==> config.mk <==
export PLATFORM = sky130hd
export DESIGN_NAME = wtim_ctrl
export DESIGN_NICKNAME = d
export VERILOG_FILES = /design/src/logic/wtim_ctrl.v /design/src/logic/wtim_timer.v /design/src/logic/wtim_wake_filter.v
export VERILOG_INCLUDE_DIRS = /design/src /design/src/common
export SDC_FILE = /design/constraint.sdc
export NUM_CORES = 1
export LEC_CHECK = 0
export BUFFER_PORTS_ARGS = -buffer_cell sky130_fd_sc_hd__buf_2
export CORE_ASPECT_RATIO = 0.75
export CORE_MARGIN = 2
export CORE_UTILIZATION = 55
export CTS_BUF_LIST = sky130_fd_sc_hd__clkbuf_8 sky130_fd_sc_hd__clkbuf_16
export CTS_CLUSTER_SIZE = 28
export DETAILED_ROUTE_END_ITERATION = 6
export HOLD_SLACK_MARGIN = 0.15
export MAX_ROUTING_LAYER = met4
export PLACE_DENSITY = 0.72
export SLEW_MARGIN = 5
export SYNTH_ARGS = -nofsm -noshare
export SYNTH_HDL_FRONTEND = slang
export SYNTH_SLANG_ARGS = --single-unit
==> constraint.sdc <==
create_clock -name ref_clk -period 2.72 [get_ports ref_clk]
set_input_delay 0.136 -clock ref_clk [delete_from_list [all_inputs] [get_ports ref_clk]]
set_output_delay 0.136 -clock ref_clk [all_outputs]
set_load 0.01 [all_outputs]
==> src/common/wtim_defs.vh <==
`ifndef WTIM_DEFS_VH
`define WTIM_DEFS_VH

// ************************************
// Base tick derived from the clock
// ************************************
`define WTIM_CLK_MHZ      200
`define WTIM_TICK_US      1
`define WTIM_TICK_CYC     8'd200

// ************************************
// Register addresses and reset values
// ************************************
`define WTIM_ADDR_WAKE    7'h05
`define WTIM_ADDR_TIMER   7'h06
`define WTIM_ADDR_MASK    7'h09
`define WTIM_WAKE_RST     16'h0020
`define WTIM_TIMER_RST    16'h0000
`define WTIM_MASK_RST     16'h0140
`define WTIM_WAKE_WMASK   16'h3E67
`define WTIM_TIMER_WMASK  16'hEFF7
`define WTIM_MASK_WMASK   16'h01FF

// ************************************
// Field positions
// ************************************
`define WTIM_FILT_HI      13
`define WTIM_FILT_LO      11
`define WTIM_WKEN_HI      6
`define WTIM_WKEN_LO      5
`define WTIM_T2ON_HI      15
`define WTIM_T2ON_LO      13
`define WTIM_T2PER_HI     11
`define WTIM_T2PER_LO     9
`define WTIM_CYC_HI       8
`define WTIM_CYC_LO       7
`define WTIM_T1ON_HI      6
`define WTIM_T1ON_LO      4
`define WTIM_T1PER_HI     2
`define WTIM_T1PER_LO     0
`define WTIM_REPEAT_BIT   8
`define WTIM_DOGOFF_BIT   7
`define WTIM_DOGIRQ_BIT   6
`define WTIM_FAULT_BIT    5
`define WTIM_BRIDGE_BIT   4

// ************************************
// Field codes
// ************************************
`define WTIM_WKEN_ON      2'h1
`define WTIM_FILT_S64     3'h1
`define WTIM_FILT_CYC1    3'h2
`define WTIM_FILT_CYC2    3'h3
`define WTIM_CYC_T1       2'h1
`define WTIM_CYC_T2       2'h2
`define WTIM_ON_LAST      3'h5

// ************************************
// Times in microseconds (one tick each)
// ************************************
`define WTIM_ON1_US       21'd100
`define WTIM_ON2_US       21'd300
`define WTIM_ON3_US       21'd1000
`define WTIM_ON4_US       21'd10000
`define WTIM_ON5_US       21'd20000
`define WTIM_PER0_US      21'd10000
`define WTIM_PER1_US      21'd20000
`define WTIM_PER2_US      21'd50000
`define WTIM_PER3_US      21'd100000
`define WTIM_PER4_US      21'd200000
`define WTIM_PER5_US      21'd500000
`define WTIM_PER6_US      21'd1000000
`define WTIM_PER7_US      21'd2000000
`define WTIM_FILT16_US    7'd16
`define WTIM_FILT64_US    7'd64
`define WTIM_IRQ_PULSE_US 7'd100
`define WTIM_IRQ_REP_US   14'd10000

`endif

==> src/logic/wtim_ctrl.v <==
// Notes on behaviour
// RL1: Fail-safe entry forces the wake-input enable field to 01.
// RL2: In fail-safe, filter selection ignored; static sensing, 16 us filter.
// RL3: Second timer on-time 000 off, then 0.1, 0.3, 1, 10, 20 ms.
// RL4: Both period fields map 10,20,50,100,200,500 ms, 1 s, 2 s.
// RL5: Cyclic wake select: 00 none, 01 first timer, 10 second timer.
// RL6: First timer on-time uses the same coding as the second.
// RL7: Timer starts by itself once an on-time code from 1 to 5 is written.
// RL8: Repeat enable pulses the interrupt while anything stays pending.
// RL9: Mask bit 7 switches the watchdog off in development mode.
// RL10: Mask bit 6 turns a development-mode watchdog failure into a pulse.
// RL11: Mask bit 5 turns a frame or checksum fault into a pulse.
// RL12: Mask bit 4 turns a bridge status flag into a pulse.
// RL13: Every enabled event pulses the active-low interrupt output.
// RL14: A repeated event pulses again although its status is already set.
// RL15: Pin wake only while the wake-input enable is 01, which is also its reset value.
// RL16: A selected timer raises wake at each period end, window per on-time.
// RL17: A timer with on-time 000 stays stopped and gives no wake.
`timescale 1ns/1ps
`include "wtim_defs.vh"

module wtim_ctrl #(
  parameter [7:0] TICK_CYC = `WTIM_TICK_CYC
) (
  input  wire        ref_clk,
  input  wire        reset,
  input  wire [6:0]  reg_addr,
  input  wire [15:0] reg_wdata,
  input  wire        reg_wr,
  input  wire        reg_rd,
  output wire [15:0] reg_rdata,
  input  wire        fail_safe_mode,
  input  wire        devmode,
  input  wire        wake_input_pin,
  input  wire        dog_fail_devmode,
  input  wire        frame_fault,
  input  wire        crc_fault,
  input  wire        bridge_status_set,
  input  wire        irq_pending,
  output wire        irq_out_n,
  output wire        dog_enable,
  output wire        wake_request,
  output wire        first_timer_window,
  output wire        second_timer_window,
  output wire        wake_pin_level
);

  // ************************************
  // Registers and state
  // ************************************
  reg  [15:0] wake_input_control_reg;
  reg  [15:0] wake_input_control_next;
  reg  [15:0] cyclic_timer_control_reg;
  reg  [15:0] interrupt_event_mask_reg;
  reg  [15:0] rdata_reg;
  reg  [15:0] rdata_next;
  reg         fail_safe_d_reg;
  reg  [7:0]  tick_cnt_reg;
  reg         tick_reg;
  reg  [6:0]  pulse_cnt_reg;
  reg         irq_n_reg;
  reg  [13:0] rep_cnt_reg;
  reg         rep_fire_reg;
  reg         dog_enable_reg;
  reg         wake_request_reg;

  // ************************************
  // Field views
  // ************************************
  wire [2:0] wake_filter_select   =
    wake_input_control_reg[`WTIM_FILT_HI:`WTIM_FILT_LO];
  wire [1:0] wake_input_enable    =
    wake_input_control_reg[`WTIM_WKEN_HI:`WTIM_WKEN_LO];
  wire [2:0] second_timer_on_time =
    cyclic_timer_control_reg[`WTIM_T2ON_HI:`WTIM_T2ON_LO];
  wire [2:0] second_timer_period  =
    cyclic_timer_control_reg[`WTIM_T2PER_HI:`WTIM_T2PER_LO];
  wire [1:0] cyclic_wake_select   =
    cyclic_timer_control_reg[`WTIM_CYC_HI:`WTIM_CYC_LO];
  wire [2:0] first_timer_on_time  =
    cyclic_timer_control_reg[`WTIM_T1ON_HI:`WTIM_T1ON_LO];
  wire [2:0] first_timer_period   =
    cyclic_timer_control_reg[`WTIM_T1PER_HI:`WTIM_T1PER_LO];
  wire periodic_irq_repeat_en     =
    interrupt_event_mask_reg[`WTIM_REPEAT_BIT];
  wire dog_off_in_devmode         =
    interrupt_event_mask_reg[`WTIM_DOGOFF_BIT];
  wire dog_fail_irq_en_devmode    =
    interrupt_event_mask_reg[`WTIM_DOGIRQ_BIT];
  wire frame_fault_irq_en         =
    interrupt_event_mask_reg[`WTIM_FAULT_BIT];
  wire bridge_status_irq_en       =
    interrupt_event_mask_reg[`WTIM_BRIDGE_BIT];

  // ************************************
  // Write decode
  // ************************************
  wire wr_wake  = reg_wr && (reg_addr == `WTIM_ADDR_WAKE);
  wire wr_timer = reg_wr && (reg_addr == `WTIM_ADDR_TIMER);
  wire wr_mask  = reg_wr && (reg_addr == `WTIM_ADDR_MASK);
  wire fs_entry = fail_safe_mode && !fail_safe_d_reg;

  // ************************************
  // Microsecond tick divider
  // ************************************
  always @(posedge ref_clk)
  begin
    if (reset)
    begin
      tick_cnt_reg <= 8'h00;
      tick_reg     <= 1'b0;
    end
    else if (tick_cnt_reg == TICK_CYC - 8'h01)
    begin
      tick_cnt_reg <= 8'h00;
      tick_reg     <= 1'b1;
    end
    else
    begin
      tick_cnt_reg <= tick_cnt_reg + 8'h01;
      tick_reg     <= 1'b0;
    end
  end

  // ************************************
  // Wake input control register
  // ************************************
  // Device rewrite on fail-safe entry wins over a host write
  always @*
  begin
    wake_input_control_next = wake_input_control_reg;
    if (wr_wake)
      wake_input_control_next = reg_wdata & `WTIM_WAKE_WMASK;
    if (fs_entry)
      wake_input_control_next[`WTIM_WKEN_HI:`WTIM_WKEN_LO] = `WTIM_WKEN_ON; // RL1
  end

  // Register writes and fail-safe edge detect
  always @(posedge ref_clk)
  begin
    if (reset)
    begin
      wake_input_control_reg   <= `WTIM_WAKE_RST;
      cyclic_timer_control_reg <= `WTIM_TIMER_RST;
      interrupt_event_mask_reg <= `WTIM_MASK_RST;
      fail_safe_d_reg          <= 1'b0;
    end
    else
    begin
      wake_input_control_reg <= wake_input_control_next;
      fail_safe_d_reg        <= fail_safe_mode;
      if (wr_timer)
        cyclic_timer_control_reg <= reg_wdata & `WTIM_TIMER_WMASK;
      if (wr_mask)
        interrupt_event_mask_reg <= reg_wdata & `WTIM_MASK_WMASK;
    end
  end

  // ************************************
  // Read port
  // ************************************
  // Unmapped addresses read as zero
  always @*
  begin
    case (reg_addr)
      `WTIM_ADDR_WAKE:  rdata_next = wake_input_control_reg;
      `WTIM_ADDR_TIMER: rdata_next = cyclic_timer_control_reg;
      `WTIM_ADDR_MASK:  rdata_next = interrupt_event_mask_reg;
      default:          rdata_next = 16'h0000;
    endcase
  end

  // Read data held until the next read
  always @(posedge ref_clk)
  begin
    if (reset)
      rdata_reg <= 16'h0000;
    else if (reg_rd)
      rdata_reg <= rdata_next;
  end

  // ************************************
  // Cyclic timers
  // ************************************
  wire t1_window;
  wire t1_period_end;
  wire t1_on_end;
  wire t2_window;
  wire t2_period_end;
  wire t2_on_end;

  // First timer, runs once its on-time is a code from 1 to 5
  wtim_timer u_first_timer (
    .ref_clk        (ref_clk),
    .reset          (reset),
    .tick           (tick_reg),
    .restart        (wr_timer),
    .on_code        (first_timer_on_time),   // RL6
    .per_code       (first_timer_period),    // RL4
    .on_window_reg  (t1_window),             // RL7
    .period_end_reg (t1_period_end),
    .on_end_reg     (t1_on_end)
  );

  // Second timer, same structure
  wtim_timer u_second_timer (
    .ref_clk        (ref_clk),
    .reset          (reset),
    .tick           (tick_reg),
    .restart        (wr_timer),
    .on_code        (second_timer_on_time),  // RL3
    .per_code       (second_timer_period),   // RL4
    .on_window_reg  (t2_window),             // RL17
    .period_end_reg (t2_period_end),
    .on_end_reg     (t2_on_end)
  );

  // ************************************
  // Wake input sensing
  // ************************************
  wire       filt_cyc1 = (wake_filter_select == `WTIM_FILT_CYC1);
  wire       filt_cyc2 = (wake_filter_select == `WTIM_FILT_CYC2);
  wire       cyc_mode  = !fail_safe_mode && (filt_cyc1 || filt_cyc2); // RL2
  wire       use_64    = !fail_safe_mode &&
                         (wake_filter_select == `WTIM_FILT_S64);      // RL2
  wire [6:0] filt_len  = use_64 ? `WTIM_FILT64_US : `WTIM_FILT16_US;
  wire       sample    = (filt_cyc1 && t1_on_end) || (filt_cyc2 && t2_on_end);
  wire       pin_edge;

  // Filtered and synchronised wake input
  wtim_wake_filter u_wake_filter (
    .ref_clk   (ref_clk),
    .reset     (reset),
    .tick      (tick_reg),
    .pin       (wake_input_pin),
    .cyclic    (cyc_mode),
    .sample    (sample),
    .filt_us   (filt_len),
    .level_reg (wake_pin_level),
    .edge_reg  (pin_edge)
  );

  // ************************************
  // Wake request
  // ************************************
  wire timer_wake =
    ((cyclic_wake_select == `WTIM_CYC_T1) && t1_period_end) ||
    ((cyclic_wake_select == `WTIM_CYC_T2) && t2_period_end);   // RL5
  wire pin_wake = pin_edge && (wake_input_enable == `WTIM_WKEN_ON);

  // One-cycle wake pulse per timer period or pin edge
  always @(posedge ref_clk)
  begin
    if (reset)
      wake_request_reg <= 1'b0;
    else
      wake_request_reg <= timer_wake || pin_wake; // RL16
  end

  // ************************************
  // Watchdog enable
  // ************************************
  always @(posedge ref_clk)
  begin
    if (reset)
      dog_enable_reg <= 1'b1;
    else
      dog_enable_reg <= !(devmode && dog_off_in_devmode); // RL9
  end

  // ************************************
  // Interrupt events
  // ************************************
  wire ev_dog    = dog_fail_devmode && dog_fail_irq_en_devmode;     // RL10
  wire ev_fault  = (frame_fault || crc_fault) && frame_fault_irq_en; // RL11
  wire ev_bridge = bridge_status_set && bridge_status_irq_en;       // RL12
  // Each occurrence counts, whatever its status bit already shows
  wire ev_any    = ev_dog || ev_fault || ev_bridge;                  // RL14

  // Repeat timer while anything stays pending
  always @(posedge ref_clk)
  begin
    if (reset || !periodic_irq_repeat_en || !irq_pending)
    begin
      rep_cnt_reg  <= 14'h0000;
      rep_fire_reg <= 1'b0;
    end
    else
    begin
      rep_fire_reg <= 1'b0;
      if (tick_reg)
      begin
        if (rep_cnt_reg == `WTIM_IRQ_REP_US - 14'h0001)
        begin
          rep_cnt_reg  <= 14'h0000;
          rep_fire_reg <= 1'b1; // RL8
        end
        else
          rep_cnt_reg <= rep_cnt_reg + 14'h0001;
      end
    end
  end

  // Low pulse of fixed length, restarted by any new event
  always @(posedge ref_clk)
  begin
    if (reset)
    begin
      pulse_cnt_reg <= 7'h00;
      irq_n_reg     <= 1'b1;
    end
    else if (ev_any || rep_fire_reg)
    begin
      pulse_cnt_reg <= `WTIM_IRQ_PULSE_US;
      irq_n_reg     <= 1'b0; // RL13
    end
    else if (tick_reg && pulse_cnt_reg != 7'h00)
    begin
      pulse_cnt_reg <= pulse_cnt_reg - 7'h01;
      if (pulse_cnt_reg == 7'h01)
        irq_n_reg <= 1'b1;
    end
  end

  // ************************************
  // Outputs
  // ************************************
  assign reg_rdata           = rdata_reg;
  assign irq_out_n           = irq_n_reg;
  assign dog_enable          = dog_enable_reg;
  assign wake_request        = wake_request_reg;
  assign first_timer_window  = t1_window;
  assign second_timer_window = t2_window;

endmodule

==> src/logic/wtim_timer.v <==
`timescale 1ns/1ps
`include "wtim_defs.vh"

module wtim_timer (
  input  wire       ref_clk,
  input  wire       reset,
  input  wire       tick,
  input  wire       restart,
  input  wire [2:0] on_code,
  input  wire [2:0] per_code,
  output reg        on_window_reg,
  output reg        period_end_reg,
  output reg        on_end_reg
);

  // On-time code to microseconds, zero when off
  function [20:0] on_us;
    input [2:0] code;
    begin
      case (code)
        3'h1:    on_us = `WTIM_ON1_US;
        3'h2:    on_us = `WTIM_ON2_US;
        3'h3:    on_us = `WTIM_ON3_US;
        3'h4:    on_us = `WTIM_ON4_US;
        3'h5:    on_us = `WTIM_ON5_US;
        default: on_us = 21'd0;
      endcase
    end
  endfunction

  // Period code to microseconds
  function [20:0] per_us;
    input [2:0] code;
    begin
      case (code)
        3'h0:    per_us = `WTIM_PER0_US;
        3'h1:    per_us = `WTIM_PER1_US;
        3'h2:    per_us = `WTIM_PER2_US;
        3'h3:    per_us = `WTIM_PER3_US;
        3'h4:    per_us = `WTIM_PER4_US;
        3'h5:    per_us = `WTIM_PER5_US;
        3'h6:    per_us = `WTIM_PER6_US;
        default: per_us = `WTIM_PER7_US;
      endcase
    end
  endfunction

  reg  [20:0] cnt_reg;
  wire [20:0] on_len  = on_us(on_code);
  wire [20:0] per_len = per_us(per_code);
  // Off and reserved codes keep the timer stopped
  wire        run     = (on_code != 3'h0) && (on_code <= `WTIM_ON_LAST);

  // Period counter, restarted by a write to the control word
  always @(posedge ref_clk)
  begin
    if (reset || !run || restart)
    begin
      cnt_reg        <= 21'd0;
      on_window_reg  <= 1'b0;
      period_end_reg <= 1'b0;
      on_end_reg     <= 1'b0;
    end
    else
    begin
      on_window_reg  <= (cnt_reg < on_len);
      period_end_reg <= 1'b0;
      on_end_reg     <= 1'b0;
      if (tick)
      begin
        if (cnt_reg == per_len - 21'd1)
        begin
          cnt_reg        <= 21'd0;
          period_end_reg <= 1'b1;
        end
        else
          cnt_reg <= cnt_reg + 21'd1;
        if (cnt_reg == on_len - 21'd1)
          on_end_reg <= 1'b1;
      end
    end
  end

endmodule

==> src/logic/wtim_wake_filter.v <==
`timescale 1ns/1ps
`include "wtim_defs.vh"

module wtim_wake_filter (
  input  wire       ref_clk,
  input  wire       reset,
  input  wire       tick,
  input  wire       pin,
  input  wire       cyclic,
  input  wire       sample,
  input  wire [6:0] filt_us,
  output reg        level_reg,
  output reg        edge_reg
);

  reg  [2:0] sync_reg;
  reg  [6:0] cnt_reg;
  // Change counts once the second and third stage agree
  wire       stable = (sync_reg[1] == sync_reg[2]);
  wire       cand   = sync_reg[2];
  wire       done   = (cnt_reg >= filt_us);
  // Cyclic sensing accepts only at the end of the on-time
  wire       accept = done && (!cyclic || sample);

  // Three-stage synchroniser
  always @(posedge ref_clk)
  begin
    if (reset)
      sync_reg <= 3'h0;
    else
      sync_reg <= {sync_reg[1:0], pin};
  end

  // Filter: new level must stand for the filter time
  always @(posedge ref_clk)
  begin
    if (reset)
    begin
      cnt_reg   <= 7'h00;
      level_reg <= 1'b0;
      edge_reg  <= 1'b0;
    end
    else
    begin
      edge_reg <= 1'b0;
      if (!stable || cand == level_reg)
        cnt_reg <= 7'h00;
      else if (accept)
      begin
        level_reg <= cand;
        edge_reg  <= 1'b1;
        cnt_reg   <= 7'h00;
      end
      else if (tick && !done)
        cnt_reg <= cnt_reg + 7'h01;
    end
  end

endmodule

==> summary.md <==
| Metric | Value |
|---|---|
| Outcome | finished clean |
| Delay of the slowest critical-path stage | 0.54 ns |
| Area share of the largest cell type after synthesis | between 30% and 40% |
| Clock period minus worst slack | ~2.5 ns |
| Worst path buffer plus inverter count | 0 |
| Placer Congestion | 0.923 |
| # IOs | 57 |
| Combinational Power Share | approximately 3.5% |
| Setup Buffers After CTS | 0 |
| Tightest Pin Transition | roughly 0.74 ns |
| Starting Density | between 50 and 60% |
| Finish-stage setup viols | 0 |
| Share of layout cells above drive strength 1 | a little over an eighth |
| Syn. warnings | 0 |
| Die height | ~110 um |
| Clk sink count | 144 |
| Syn_nets | ~1100 |
| Largest cells by area after synthesis | dfxtp_1 (35%), ha_1 (5.7%), xnor2_1 (5.3%) |
| Final Max Tran Viols | 0 |
| PwrDens | ~500 nW/um^2 |
| Nets | between 1000 and 1500 |
| HP Class | primary input to flop |
| Clock-pin slew on the worst setup and hold paths | roughly 0.060 ns |
| Post-synth EDFFs | 0 |
| Seq/Total Area, Yosys | between 30 and 40% |
| Setup ws final | between 0.2 and 0.3 ns |
| Highest Clock Rate | 407 MHz |
| Worst slack, placed | between 0.2 and 0.3 ns |
| All-Layer GR Usage | around 28% |
| Worst Hold Depth | 3 |
| Antenna violations before repair | 0 |
| Total number of vias | around 7500 |
| Hold Vio Cnt, Final | 0 |
| Initial drt markers | between 700 and 800 |
| Post-CTS sizing | 0 |
| # placed instances | approximately 1200 |
| Die area | ~16000 sq um |
| Clk_lat worst skew | 0.43 ns |
| Core Util, Final | ~65% |
| TritonCTS clock tree | built |
| Mapped Area | 8340 sq um |
| Layout overhead on the synthesized area | 14.4% |
| Critical path, cell by cell | or2_1 -> ha_1 -> xnor2_1 -> a2111oi_4 -> nand2_1 -> or4b_1 -> o21ai_0 -> a21oi_1 |
| Crit. path cell count | 8 |
| Synthesized area per cell | 8.18 sq um |
| Worst path top cell family by delay | simple AND/OR/NAND/NOR gates |
| Vias in the first global route | between 6000 and 7000 |
| Core box area | around 15000 sq um |
| Hold buffers post-CTS | 20 |
| Distinct cells, synth | just over 80 |
| Slowest cell on the critical path | or4b_1 |
| Site Rows | 38 |
| Max transition margin | 50.4% |
| Clk root buf | clkbuf_16 |
| Clock power frac | roughly 50% |
| Synth Register Bits | 144 |
| Worst Setup Path Type | flop to flop |
| First-pass GRT wire length | ~35000 um |
| Avg WL per Cell | between 15 and 20 um |
| Fin Setup TNS | 0 ns |
| Commonest non-fill, non-tap cells in the layout | dfxtp_1 (144), nand2_1 (106), nor2_1 (86) |
| Async SR Flop Fraction | 0% |
| Worst Path Required | a little over 3 ns |
| Most used DFF post-synth | dfxtp_1 |
| Tcrit/Tclk final | between 90% and 100% |
| Synth area leader | dfxtp_1 |
| Syn Inst Count | between 1000 and 1500 |
| IO Port Bufs | between 50 and 60 |
| Inserted Clock Buffers | 17 |
| Die X | ~150 um |
| CTS max path bufs | 2 |
| Setup crit start kind | flop |
| Pin count of the biggest net entering global routing | 70 |
| Sw Ratio | approximately 23% |
| Internal | roughly 3600 uW |
| Antenna-violating nets left | 0 |
| Final wirelength | around 21000 um |
| Most common cell after layout, fill and taps aside | dfxtp_1 |
| Critical path capture point type | flop |
| Data arrival time of the worst path | roughly 2.8 ns |
| Flop pwr share | between 40 and 50% |
| Leak | about 0.0033 uW |
| Critical path fanouts, max | 5 |
| Overall power | about 4600 uW |
| Sw Pwr | between 1000 and 1500 uW |
| Total grt overflow | 0 |
| Clk_skew | around 0.0067 ns |
| Unrepaired setup endpoints after global routing | false |
| Post-detail-place hpwl | around 15000 um |
| DRC | 0 |
| Layout Cells excl Fill | 1289 |
| Maximum vdd drop | ~460 uV |
| H-Tree Depth | 4 |
| Ant diodes | 0 |
| Cell count of the worst reg-to-reg path | 8 |
| Via density | between 5 and 6 |
| DR pass1 iterations | 7 |
| Max_cap viols | 0 |
-- power groups by stage --
| stage | registers (uW) | clock network (uW) | logic (uW) |
|---|---|---|---|
| floorplan | 2180 | 0 | 74.2 |
| global placement | 2180 | 0 | 136 |
| global route | 2140 | 2470 | 174 |
| CTS | 2140 | 2360 | 159 |
| detailed placement | 2180 | 0 | 136 |
| finish | 2140 | 2340 | 160 |
-- final cells by class --
type                            instances  area (sq um)
Multi-Input combinational cell        769          4960
Clock buffer                           18           439
Timing Repair Buffer                  108           721
Fill cell                            1237          5100
Clock inverter                         14           154
Tap cell                              200           250
Sequential cell                       144          2880
Inverter                               36           135
-- layer usage --
metal	GRT usage, %	vias up	wire, um
met5	-	-	0
met4	7.64	0	259
met3	7.85	24	2020
met2	36.9	284	8410
met1	40.9	3460	10600
li1	-	3719	-
-- cell usage after synthesis, types with 25 or more instances --
library cell	n
nor3_1	57
nand2b_1	27
xor2_1	38
clkbuf_1	29
nand3_1	44
ha_1	38
buf_2	25
inv_1	34
a21oi_1	74
nor2_1	86
nand2_1	106
xnor2_1	50
nand4_1	27
dfxtp_1	144
-- worst reg2reg max path, stage by stage (launching register included) --
cell       delay (ns)
dfxtp_1          0.34
or2_1            0.28
ha_1             0.32
xnor2_1          0.16
a2111oi_4        0.33
nand2_1          0.10
or4b_1           0.54
o21ai_0          0.20
a21oi_1          0.09
-- kinds of logic after synthesis --
kind of cell | count (synthesis) | synth area share [%]
AOI/OAI and AO/OA | 174 | 14.0
xor gates and xnor gates | 88 | 9.24
adders and majority gates | 38 | 5.70
buffers and inverters | 106 | 6.17
DFF | 144 | 34.6
muxes | 10 | 1.25
and+or+nand+nor | 459 | 29.1
-- final timing paths --
| kind | to | startpoint | slack [ns] |
|---|---|---|---|
| setup / recovery | u_second_timer.cnt_reg[0] | cyclic_timer_control_reg[9] | 0.26 |
| setup reg to reg | u_second_timer.cnt_reg[0] | cyclic_timer_control_reg[9] | 0.26 |
| hold reg to reg | tick_cnt_reg[0] | tick_cnt_reg[0] | 0.44 |
| hold / removal | reg_rdata[14] | reg_rd | 0.20 |
-- stage by stage --
step                instance area, sq um  hold slack (ns)
floorplan                           8340            0.220
global placement                    8750            0.349
detailed placement                  8750            0.345
CTS                                 9540            0.178
global route                        9540            0.201
finish                              9540            0.197
(Power assumes the default switching activity.)
